[src/verilog/eic_pkg.sv]
// Purpose: Shared constants and types for the external interrupt block
// Assumes: 8-bit special function register bus, one system clock
// Notes: Timer bits of the timer control register live elsewhere
package eic_pkg;

	// Register addresses
	localparam logic [7:0] EIC_PIN_POL_CFG_ADDR = 8'he4;
	localparam logic [7:0] EIC_EXT_PRIO_TWO_ADDR = 8'hcf;
	localparam logic [7:0] EIC_EXT_EN_TWO_ADDR = 8'he7;
	localparam logic [7:0] EIC_TIMER_CTRL_ADDR = 8'h88;

	// Reset values
	localparam logic [7:0] EIC_PIN_POL_CFG_RST = 8'h01;
	localparam logic EIC_PRIO_RST = 1'b0;
	localparam logic EIC_EN_RST = 1'b0;
	localparam logic [1:0] EIC_EDGE_MODE_RST = 2'h0;

	// Field positions
	localparam int EIC_SECOND_POL_BIT = 7;
	localparam int EIC_SECOND_SEL_LSB = 4;
	localparam int EIC_FIRST_POL_BIT = 3;
	localparam int EIC_FIRST_SEL_LSB = 0;
	localparam int EIC_PORT_MATCH_BIT = 1;
	localparam int EIC_FIRST_EDGE_BIT = 0;
	localparam int EIC_FIRST_PEND_BIT = 1;
	localparam int EIC_SECOND_EDGE_BIT = 2;
	localparam int EIC_SECOND_PEND_BIT = 3;
	localparam int EIC_SEL_W = 3;

	// Register bus request
	typedef struct packed {
		logic wr;
		logic rd;
		logic [7:0] addr;
		logic [7:0] wdata;
	} eic_sfr_req_t;

	// Configuration of one external request channel
	typedef struct packed {
		logic [EIC_SEL_W-1:0] pin_sel;
		logic active_high;
		logic edge_mode;
	} eic_chan_cfg_t;

endpackage

[src/verilog/eic_channel.sv]
// Purpose: One external request channel: pin pick, polarity, detection
// Assumes: Port pins are plain inputs on the system clock
// Notes: Pending output is registered
`timescale 1ns/1ps
module eic_channel (
	// Clock and reset
	input wire logic sys_clk_in,
	input wire logic sys_rst_in,
	// Pins and configuration
	input wire logic [7:0] port_pins_in,
	input wire eic_pkg::eic_chan_cfg_t cfg_in,
	// Pending flag control
	input wire logic vector_ack_in,
	input wire logic sw_wr_in,
	input wire logic sw_val_in,
	output logic pending_out
);

	logic sync1_q;
	logic sync2_q;
	logic active_prev_q;
	logic active_now;
	logic rise;

	// Observing only: the pin is never driven from here
	always_ff @(posedge sys_clk_in) begin
		if (sys_rst_in) begin
			sync1_q <= 1'b0;
			sync2_q <= 1'b0;
		end else begin
			sync1_q <= port_pins_in[cfg_in.pin_sel];
			sync2_q <= sync1_q;
		end
	end

	// Inactive sense of the pin maps to zero here
	assign active_now = sync2_q ~^ cfg_in.active_high;
	assign rise = active_now & ~active_prev_q;

	always_ff @(posedge sys_clk_in) begin
		if (sys_rst_in)
			active_prev_q <= 1'b0;
		else
			active_prev_q <= active_now;
	end

	// Edge: set wins over vector clear and software write
	always_ff @(posedge sys_clk_in) begin
		if (sys_rst_in) begin
			pending_out <= 1'b0;
		end else if (!cfg_in.edge_mode) begin
			pending_out <= active_now;
		end else if (rise) begin
			pending_out <= 1'b1;
		end else if (vector_ack_in) begin
			pending_out <= 1'b0;
		end else if (sw_wr_in) begin
			pending_out <= sw_val_in;
		end
	end

endmodule

[src/verilog/eic_top.sv]
// Purpose: External interrupt configuration and detection for two inputs
// Assumes: Special function register bus, reads answered next cycle
// Notes: Only edge-mode and pending bits of the timer control register
`timescale 1ns/1ps

// Overview of operation
// - Priority bit 1 sets port-match high priority
// - Priority bits 7..2 read zero, ignore writes
// - Priority bit 0 reads zero, ignores writes
// - Config bit 7 sets second input polarity
// - Config bit 3 sets first input polarity
// - Type bit selects edge (1) or level (0)
// - Config bits 6..4 pick second input pin
// - Config bits 2..0 pick first input pin
// - Inputs only observe pins, never drive them
// - Pending flags at timer control bits 1, 3
// - Edge pending cleared when CPU vectors
// - Level pending follows the active input level
// - Enable bit 1 masks the port-match interrupt
module eic_top (
	// Clock and reset
	input wire logic sys_clk_in,
	input wire logic sys_rst_in,
	// Register bus
	input wire eic_pkg::eic_sfr_req_t sfr_req_in,
	output logic [7:0] sfr_rdata_out,
	// Port 0 pins, observed only
	input wire logic [7:0] port0_pins_in,
	// CPU vectoring acknowledges
	input wire logic first_ext_vector_in,
	input wire logic second_ext_vector_in,
	// Interrupt controller outputs
	output logic first_ext_pending_out,
	output logic second_ext_pending_out,
	output logic port_match_priority_out,
	output logic port_match_enable_out
);

	logic [7:0] pin_pol_cfg_q;
	logic first_ext_edge_mode_q;
	logic second_ext_edge_mode_q;
	logic wr_cfg;
	logic wr_prio;
	logic wr_en;
	logic wr_timer_control_reg;
	logic [7:0] rdata_d;
	eic_pkg::eic_chan_cfg_t first_cfg;
	eic_pkg::eic_chan_cfg_t second_cfg;

	assign wr_cfg = sfr_req_in.wr &&
		sfr_req_in.addr == eic_pkg::EIC_PIN_POL_CFG_ADDR;
	assign wr_prio = sfr_req_in.wr &&
		sfr_req_in.addr == eic_pkg::EIC_EXT_PRIO_TWO_ADDR;
	assign wr_en = sfr_req_in.wr &&
		sfr_req_in.addr == eic_pkg::EIC_EXT_EN_TWO_ADDR;
	assign wr_timer_control_reg = sfr_req_in.wr &&
		sfr_req_in.addr == eic_pkg::EIC_TIMER_CTRL_ADDR;

	// Pin, polarity configuration
	always_ff @(posedge sys_clk_in) begin
		if (sys_rst_in)
			pin_pol_cfg_q <= eic_pkg::EIC_PIN_POL_CFG_RST;
		else if (wr_cfg)
			pin_pol_cfg_q <= sfr_req_in.wdata;
	end

	// Only the single live bit is stored; the rest cannot hold a value
	always_ff @(posedge sys_clk_in) begin
		if (sys_rst_in)
			port_match_priority_out <= eic_pkg::EIC_PRIO_RST;
		else if (wr_prio)
			port_match_priority_out <=
				sfr_req_in.wdata[eic_pkg::EIC_PORT_MATCH_BIT];
	end

	always_ff @(posedge sys_clk_in) begin
		if (sys_rst_in)
			port_match_enable_out <= eic_pkg::EIC_EN_RST;
		else if (wr_en)
			port_match_enable_out <=
				sfr_req_in.wdata[eic_pkg::EIC_PORT_MATCH_BIT];
	end

	// Edge or level selection
	always_ff @(posedge sys_clk_in) begin
		if (sys_rst_in) begin
			first_ext_edge_mode_q <= eic_pkg::EIC_EDGE_MODE_RST[0];
			second_ext_edge_mode_q <= eic_pkg::EIC_EDGE_MODE_RST[1];
		end else if (wr_timer_control_reg) begin
			first_ext_edge_mode_q <=
				sfr_req_in.wdata[eic_pkg::EIC_FIRST_EDGE_BIT];
			second_ext_edge_mode_q <=
				sfr_req_in.wdata[eic_pkg::EIC_SECOND_EDGE_BIT];
		end
	end

	always_comb begin
		first_cfg.pin_sel = pin_pol_cfg_q[eic_pkg::EIC_FIRST_SEL_LSB +:
			eic_pkg::EIC_SEL_W];
		first_cfg.active_high =
			pin_pol_cfg_q[eic_pkg::EIC_FIRST_POL_BIT];
		first_cfg.edge_mode = first_ext_edge_mode_q;
		second_cfg.pin_sel = pin_pol_cfg_q[eic_pkg::EIC_SECOND_SEL_LSB +:
			eic_pkg::EIC_SEL_W];
		second_cfg.active_high =
			pin_pol_cfg_q[eic_pkg::EIC_SECOND_POL_BIT];
		second_cfg.edge_mode = second_ext_edge_mode_q;
	end

	eic_channel u_first (
		.sys_clk_in(sys_clk_in),
		.sys_rst_in(sys_rst_in),
		.port_pins_in(port0_pins_in),
		.cfg_in(first_cfg),
		.vector_ack_in(first_ext_vector_in),
		.sw_wr_in(wr_timer_control_reg),
		.sw_val_in(sfr_req_in.wdata[eic_pkg::EIC_FIRST_PEND_BIT]),
		.pending_out(first_ext_pending_out)
	);

	eic_channel u_second (
		.sys_clk_in(sys_clk_in),
		.sys_rst_in(sys_rst_in),
		.port_pins_in(port0_pins_in),
		.cfg_in(second_cfg),
		.vector_ack_in(second_ext_vector_in),
		.sw_wr_in(wr_timer_control_reg),
		.sw_val_in(sfr_req_in.wdata[eic_pkg::EIC_SECOND_PEND_BIT]),
		.pending_out(second_ext_pending_out)
	);

	// Read mux; unknown addresses and unused bits read zero
	always_comb begin
		rdata_d = 8'h00;
		unique case (sfr_req_in.addr)
			eic_pkg::EIC_PIN_POL_CFG_ADDR: rdata_d = pin_pol_cfg_q;
			eic_pkg::EIC_EXT_PRIO_TWO_ADDR:
				rdata_d[eic_pkg::EIC_PORT_MATCH_BIT] =
					port_match_priority_out;
			eic_pkg::EIC_EXT_EN_TWO_ADDR:
				rdata_d[eic_pkg::EIC_PORT_MATCH_BIT] =
					port_match_enable_out;
			eic_pkg::EIC_TIMER_CTRL_ADDR: begin
				rdata_d[eic_pkg::EIC_FIRST_EDGE_BIT] =
					first_ext_edge_mode_q;
				rdata_d[eic_pkg::EIC_FIRST_PEND_BIT] =
					first_ext_pending_out;
				rdata_d[eic_pkg::EIC_SECOND_EDGE_BIT] =
					second_ext_edge_mode_q;
				rdata_d[eic_pkg::EIC_SECOND_PEND_BIT] =
					second_ext_pending_out;
			end
			default: rdata_d = 8'h00;
		endcase
	end

	always_ff @(posedge sys_clk_in) begin
		if (sys_rst_in)
			sfr_rdata_out <= 8'h00;
		else if (sfr_req_in.rd)
			sfr_rdata_out <= rdata_d;
	end

endmodule
[config.mk]
export PLATFORM = sky130hd
export DESIGN_NAME = eic_top
export DESIGN_NICKNAME = d
export VERILOG_FILES = /design/src/verilog/eic_pkg.sv /design/src/verilog/eic_channel.sv /design/src/verilog/eic_top.sv
export SDC_FILE = /design/constraint.sdc
export NUM_CORES = 1
export LEC_CHECK = 0
export ABC_AREA = 1
export BUFFER_PORTS_ARGS = -buffer_cell sky130_fd_sc_hd__buf_2
export CAP_MARGIN = 20
export CORE_MARGIN = 2
export CORE_UTILIZATION = 44
export DETAILED_ROUTE_END_ITERATION = 6
export GPL_TIMING_DRIVEN = 0
export PLACE_DENSITY = 0.84
export SETUP_SLACK_MARGIN = 0.15
export SYNTH_ARGS = -nofsm -noshare
export SYNTH_HDL_FRONTEND = slang
export SYNTH_SLANG_ARGS = --single-unit
export TNS_END_PERCENT = 20
[constraint.sdc]
create_clock -name sys_clk_in -period 0.9 [get_ports sys_clk_in]
set_input_delay 0.135 -clock sys_clk_in [delete_from_list [all_inputs] [get_ports sys_clk_in]]
set_output_delay 0.135 -clock sys_clk_in [all_outputs]
set_load 0.01 [all_outputs]
# [After elaboration in Yosys (flattened, before gate mapping)]
# Index checks and enable logic that the tools add are counted.
[classes] magnitude_cmp=2 n_eq_ne=6 n_mux=16 bitwise=6 reduce_logical=4
[op_table] op="$eq 8x8->1 const B" count=4
[op_table] op="$mux 1" count=10
[op_table] op="$lt 3x4->1 const B" count=2
[op_table] op="$ne 4x2->1 const B" count=2
[op_table] op="$bmux 1 s3" count=2
[op_table] op="$logic_and 1x1->1" count=4
[op_table] op="$mux 4" count=1
[op_table] op="$pmux 1 s4" count=1
[op_table] op="$pmux 2 s2" count=1
[op_table] op="$and 1x1->1" count=2
[op_table] op="$not 1->1" count=2
[op_table] op="$pmux 1 s2" count=1
[op_table] op="$xnor 1x1->1" count=2
[totals] regBits=28 in_bits=30 output_inout_bits=12 wordCells=48

# [Longest topological paths before layout]
# Gate-level depths: netlist of run 1.
[depth] depth_word=6 mapped_depth=8 ltp_nobuf=8

# [Hierarchy]
# Synthesis of run 1 repeated with hierarchy kept, for this count alone.
[hier_totals] cells_unflattened=227 hier_area_um2=1508.9
[by_module_without_submodules] mod="eic_top" instances=1 cells_per_inst=139 area_per_inst_um2=1016.0
[by_module_without_submodules] mod="eic_channel" instances=2 cells_per_inst=44 area_per_inst_um2=246.5

# [Worst setup path before layout of run 1]
# OpenSTA, ideal clock, no wires.
[synth_timing] path_kind="reg-to-reg" from="reg pin_pol_cfg_q[3]" to="reg u_first.pending_out" t_arrival_ps=788 path_slack_ps=-3 stages_incl_launch_ff=8 path_buffers=0 synth_period_minus_slack_ps=903 path_cell_list="dfxtp_1 -> inv_1 -> nand2_1 -> nand3_1 -> nand2_1 -> inv_1 -> a21oi_1 -> nor2_1"
[synth_via] elab_chain_len=4
[synth_rtl] element="start, declared" line_no="eic_top.sv:39" text="logic [7:0] pin_pol_cfg_q;"
[synth_rtl] element="start signal, assigned" line_no="eic_top.sv:62" text="pin_pol_cfg_q <= eic_pkg::EIC_PIN_POL_CFG_RST;"
[synth_rtl] element="start signal, assigned" line_no="eic_top.sv:64" text="pin_pol_cfg_q <= sfr_req_in.wdata;"
[synth_rtl] element="$xnor 1x1->1 (*)" line_no="eic_channel.sv:37" text="assign active_now = sync2_q ~^ cfg_in.active_high;"
[synth_rtl] element="$and 1x1->1" line_no="eic_channel.sv:38" text="assign rise = active_now & ~active_prev_q;"
[synth_rtl] element="$mux 1" line_no="eic_channel.sv:53" text="end else if (rise) begin"
[synth_rtl] element="$mux 1" line_no="eic_channel.sv:51" text="end else if (!cfg_in.edge_mode) begin"
[synth_rtl] element="end signal, assigned" line_no="eic_channel.sv:52" text="pending_out <= active_now;"
[synth_rtl] element="end signal, assigned" line_no="eic_channel.sv:58" text="pending_out <= sw_val_in;"
[synth_rtl] element="end, declared" line_no="eic_channel.sv:16" text="output logic pending_out"
# Every way passes the cells marked *; elsewhere a longest branch is shown, timed or not.
# A chain may end at the register's enable or synchronous reset.

# [Worst setup path after layout of run 1]
[layout_timing] from="reg pin_pol_cfg_q[7]" to="reg u_second.pending_out"
[layout_via] elab_chain_len=4
[layout_rtl] element="$xnor 1x1->1 (*)" line_no="eic_channel.sv:37"
[layout_rtl] element="$and 1x1->1" line_no="eic_channel.sv:38"
[layout_rtl] element="$mux 1" line_no="eic_channel.sv:53"
[layout_rtl] element="$mux 1" line_no="eic_channel.sv:51"
[layout_rtl] element="end signal, assigned" line_no="eic_channel.sv:52"
[layout_rtl] element="end signal, assigned" line_no="eic_channel.sv:58"
[layout_rtl] element="end, declared" line_no="eic_channel.sv:16"
# Marks and branches as above.

==> results of run 1 <==
==> cell usage in the layout, fill, tap and decap left out <==
cell	synthesis	layout
a21oi_1	21	12
a21oi_2	0	9
buf_12	1	1
buf_2	4	28
buf_4	1	6
buf_6	1	22
bufinv_16	0	1
clkbuf_1	2	2
clkbuf_4	0	3
dfxtp_1	28	6
dfxtp_2	0	20
dfxtp_4	0	2
inv_1	33	25
inv_2	0	6
inv_4	0	2
nand2_1	47	37
nand2_2	2	9
nand2_4	0	3
nand3_1	27	20
nand3_2	0	6
nand3_4	0	1
nand4_1	14	14
nand4_4	0	1
nor2_1	29	24
nor2_2	1	4
nor2_4	1	3
o211ai_1	2	2
o21ai_0	10	3
o21ai_1	0	7
==> layout make-up <==
class,count,share of cell area [%]
clock inverter,1,1.391
buffer,9,3.826
multi-input combinational,155,40.23
clock buffer,3,1.043
timing repair buffer,50,17.51
sequential,28,27.48
inverter,33,5.971
tap,44,2.551
==> what timing repair did <==
| action | CTS | global route |
|---|---|---|
| resized for setup | 59 | 36 |
| setup buffers | 7 | 2 |
| endpoints found under the setup margin | 28 | 37 |
| pin swaps | 19 | 34 |
==> path summary, 6_finish.rpt <==
path	endpoint	depth (start not counted)
setup reg to reg	u_second.pending_out	8
setup / recovery	u_second.pending_out	8
hold reg to reg	u_second.sync2_q	2
hold / removal	sfr_rdata_out[2]	4
==> report_power, final <==
part	internal [mW]	switching [mW]
Combinational	0.166	0.216
Sequential	1.27	0.0173
Clock	0.451	0.374
==> cell families after synthesis <==
group                  count (synthesis)  synth area share [%]
AO/OA/AOI/OAI                         33                 11.56
AND/OR/NAND/NOR                      122                 37.41
buffers and inverters                 42                 12.93
flip-flops                            28                 38.10
==> critical path, stage by stage, from the launching register on <==
cell     delay [ps]
dfxtp_4         410
inv_2            40
nand2_2          80
nand3_2          60
nand2_1          70
inv_1            50
nand3_1          70
nand2_1          50
nor2_1          100
==> metrics by stage <==
step | utilization (%) | power, mW | cell area, um^2
finish | 69.00 | 2.491 | 2158
detailed placement | 56.08 | 1.604 | 1754
CTS | 64.92 | 2.466 | 2031
global placement | 56.08 | 1.600 | 1754
floorplan | - | 1.467 | 1494
global route | 69.00 | 2.604 | 2158
==> routing by layer <==
| layer | vias to the layer above | track usage (%) | part of all wire [%] |
|---|---|---|---|
| li1 | 837 | - | - |
| met4 | 0 | 7.599 | 1.8 |
| met2 | 75 | 38.35 | 48 |
| met3 | 9 | 3.727 | 8.0 |
| met1 | 761 | 29.26 | 42 |
| met5 | - | 0 | 0 |
==> metrics.cfg, run 1 <==
[synthesis]
yosys-top-cells-area=dfxtp_1 38%, nand2_1 12%, nand3_1 9.2%, inv_1 8.4%, nor2_1 7.4%
synth_top_area_share_pct=38.10
synth.most_common_cell=nand2_1
synth.largest_area_cell=dfxtp_1
synth_edf_count=0
synth_common_cells=47 x nand2_1, 33 x inv_1, 29 x nor2_1, 28 x dfxtp_1, 27 x nand3_1
syn_avg_cell_area_um2=6.540
synthArstFlopShare_pct=0
synth_cells=225
synth_ff_type=dfxtp_1
netlist_area_um2=1471
ys_seq_area_share_pct=38.10
yosysWarnings=0
ys_seq_elements=28
synth_cell_types=18
syn_nets=255

[routing]
dr.first_iter.drc_count=131
dr.pass1.iters=4
dr_total_vias=1682
wl_per_cell_um=12.73
ant_nets=0
drc=0
wl_mm=4.112
viasPerCell=5.207

[setup_path]
cp-start-kind=register
endpoint_kind=register
r2r-start=pin_pol_cfg_q[7]
ff2ff_setup_slack_ps=-80
crit_start=pin_pol_cfg_q[7]
worstPathArrival_ps=1260
crit_fanout=4
crit_required_ps=1170
worstSetupPathType=register to register

[timing]
timing.fmax_mhz=1016
max-slew-margin-rel_pct=64.79
hold-worst-slack_ps=39.28
hold_viol=0
finalSetupViolCount=16
min_period_ps=984.6
skew_ps=12.52
maxSlewViolCount=0
grt_setup_unrepaired=true
fin_tns_setup_ps=-543.4
worst-slew-pin-transition_ps=528.2
fin_crit_sh_pct=109.4
setup_slack_ps=-84.56

[clock_network]
numCtsBuffers=3
cts_root_buffer=clkbuf_4
cts_tree=yes
cts_hold_buf=0
cts_sinks=28
htree_levels=1
clk_path_buf_depth=2
clock_latency_ps=330
path_clk_slew_ps=160

[floorplanning]
die_area_um2=3823
fp.dieH_um=61.83
dieWidth_um=61.83
initial_utilization_pct=47.04
pin_count=42
rows=20
fp.coreArea_um2=3128

[final_layout]
n_antenna_cell=0
syn2layout_area_growth_pct=46.68
drive_gt1_share_pct=45.52
multiInputGateArea_um2=868.3
nFillCells=256
nets=310
reg_top3=pin_pol_cfg_q: 8 flops, sfr_rdata_out: 8 flops
seq_area_um2=593.1
final_cell_count_no_fill=323

[global_route]
grt_pass1_wl_mm=6.548
antenna_found_initial=0
grt_max_degree=17
track_usage_pct=22.63
grt_pass1_vias=1553
grt.overflow.total=0

[placement]
place_congestion=0.8804
dp_hpwl_mm=2.683
dp_slack_ps=-235.8
dp.cells=310
port-buffer-count=41

[min_path]
hp-start=sys_rst_in
hold_class=input pin to register

[outcome]
violations=setup timing
outcome=complete, but fails checks

[power]
p_leak_nw=0.9694
p_per_area_nw_per_um2=1154
irDropWorstVdd_mv=0.6759

[job]
maxCapViolations=0

Note: power is estimated with default switching activity, not from simulation.
==> inputs of run 2 (changes only) <==
Settings changed: HOLD_SLACK_MARGIN from default to 0.03, PLACE_DENSITY 0.84 to 0.72.
==> metrics.cfg, run 2 (synthesis gave the netlist of run 1 again) <==
[setup_path]
worstPathArrival_ps=820  ; -440 ps
cp-start-kind=register
worstSetupPathType=register to output pin
crit_fanout=2  ; -2
critPathMaxStageDelay_ps=380  ; -30 ps
cp_num_cells=1  ; -7
path_cells=buf_6
endpoint_kind=output pin
path_delay_family=flip-flops
crit_required_ps=760  ; -410 ps
crit_path_top_delay_cell=dfxtp_2
cp_num_buf_inv=1  ; -1
r2r_cells=8  ; unchanged

[routing]
dr.pass1.iters=4  ; unchanged
wl_per_cell_um=12.51  ; -1.7%
dr_total_vias=1600  ; -4.9%
wl_met1_mm=1.853  ; +8.3%
wl_mm=4.067  ; -1.1%
met3_length_um=137  ; -59%
wl_met2_mm=2.005  ; +0.65%
top_layer=met4
ant_nets=0  ; unchanged
viasPerCell=4.923  ; -5.5%
dr.first_iter.drc_count=46  ; -65%
drc=0  ; unchanged

[power]
clkPwrFrac_pct=33.6  ; +0.5 points
irDropWorstVdd_mv=0.6123  ; -9.4%
p_leak_nw=0.9819  ; +1.3%
comb_power_share_pct=15.5  ; +0.2 points
switching_share_pct=24.98  ; +0.58 points
p_per_area_nw_per_um2=1160  ; +0.50%
switchingPower_mw=0.6300  ; +3.7%
total_power_mw=2.523  ; +1.3%
p_seq_share_pct=50.9  ; -0.6 points
p_int_mw=1.893  ; +0.48%

[timing]
maxSlewViolCount=0  ; unchanged
fin_crit_sh_pct=105.9  ; -3.5 points
hold_viol=0  ; unchanged
finalSetupViolCount=16  ; unchanged
fin_tns_setup_ps=-602.8  ; -59.47 ps
setup_slack_ps=-53.38  ; +31.18 ps
timing.fmax_mhz=1049  ; +3.3%
max-slew-margin-rel_pct=62.52  ; -2.3 points
min_period_ps=953.4  ; -31.18 ps
worst-slew-pin-transition_ps=562.2  ; +34.03 ps
skew_ps=1.645  ; -10.87 ps
grt_setup_unrepaired=true

[job]
maxCapViolations=0  ; unchanged

[clock_network]
htree_levels=1  ; unchanged
cts_sinks=28  ; unchanged
clk_path_buf_depth=2  ; unchanged
clock_latency_ps=340  ; about the same
cts_tree=yes
path_clk_slew_ps=160  ; about the same
numCtsBuffers=3  ; unchanged
cts_root_buffer=clkbuf_4

[global_route]
grt.overflow.total=0  ; unchanged
grt_pass1_wl_mm=6.210  ; -5.2%
grt_pass1_vias=1420  ; -8.6%
track_usage_pct=22.19  ; -0.44 points
grt_max_degree=17  ; unchanged
antenna_found_initial=0  ; unchanged

[floorplanning]
fp.coreArea_um2=3128  ; unchanged
dieWidth_um=61.83  ; unchanged
fp.dieH_um=61.83  ; unchanged
initial_utilization_pct=47.04  ; unchanged
pin_count=42  ; unchanged
rows=20  ; unchanged
die_area_um2=3823  ; unchanged

[outcome]
outcome=complete, but fails checks
violations=setup timing

[final_layout]
final_cell_mix=39 x nand2_1, 28 x buf_2, 28 x inv_1
nets=312  ; +0.65%
n_antenna_cell=0  ; unchanged
reg_top3=pin_pol_cfg_q: 8 flops, sfr_rdata_out: 8 flops
drive_gt1_share_pct=43.77  ; -1.7 points
layout_commonest_cell=nand2_1
finish.utilization_pct=69.52  ; +0.52 points
syn2layout_area_growth_pct=47.79

[placement]
place_congestion=0.8838  ; +0.39%
port-buffer-count=41  ; unchanged
dp_hpwl_mm=2.634  ; -1.8%
dp_slack_ps=-236.0  ; -0.1650 ps

[min_path]
hold_class=input pin to register
min_path_cells=4  ; unchanged

[run 2: through the flow]
stage               cell area [um^2]  std cells  hold slack, ps
global placement                1754        310           396.2
floorplan                       1494        225           283.1
CTS                             2031        323           30.09
detailed placement              1754        310           394.7
finish                          2175        325           42.27
global route                    2175        325           43.54
[run 2: final timing paths]
kind,startpoint,endpoint,slack (ps)
worst max-delay path,u_first.pending_out,first_ext_pending_out,-50
worst min-delay path,sys_rst_in,sfr_rdata_out[2],40
worst max register to register,pin_pol_cfg_q[7],u_second.pending_out,-30
worst min register to register,u_second.sync1_q,u_second.sync2_q,410
[run 2: cell type report]
type,count,area [um^2]
inverter,33,136.4
clock inverter,1,30.03
clock buffer,3,22.52
tap,44,55.05
buffer,9,86.33
sequential,28,594.3
timing repair buffer,52,396.6
fill,267,953.4
multi-input combinational,155,853.3
[run 2: metal layers]
layer	global-route usage, %	vias up
met1	29.35	704
met3	1.863	7
met2	37.89	39
met5	0	-
li1	-	850
met4	7.903	0
[run 2: repair_timing]
action,in CTS,in global routing
hold buffers,0,0
setup buffers,8,1
hold endpoints to repair,0,0
pin swaps,12,31
gates resized for setup,51,45
gates cloned,1,1
endpoints found under the setup margin,28,35
[run 2: worst register-to-register path, cell delays in order, from the launching register on]
cell,delay [ps]
dfxtp_4,400
inv_2,40
nand2_2,80
nand3_2,60
nand2_1,50
inv_1,40
nand3_1,60
nand2_1,50
nor2_1,100
[run 2: power by group through the flow]
stage | sequential [mW] | clock [mW] | combinational [mW]
2_1_floorplan | 1.32 | 0 | 0.151
3_3_place_gp | 1.31 | 0 | 0.294
3_5_place_dp | 1.31 | 0 | 0.296
4_1_cts | 1.29 | 0.853 | 0.343
5_1_grt | 1.29 | 0.894 | 0.430
6_report | 1.28 | 0.849 | 0.390
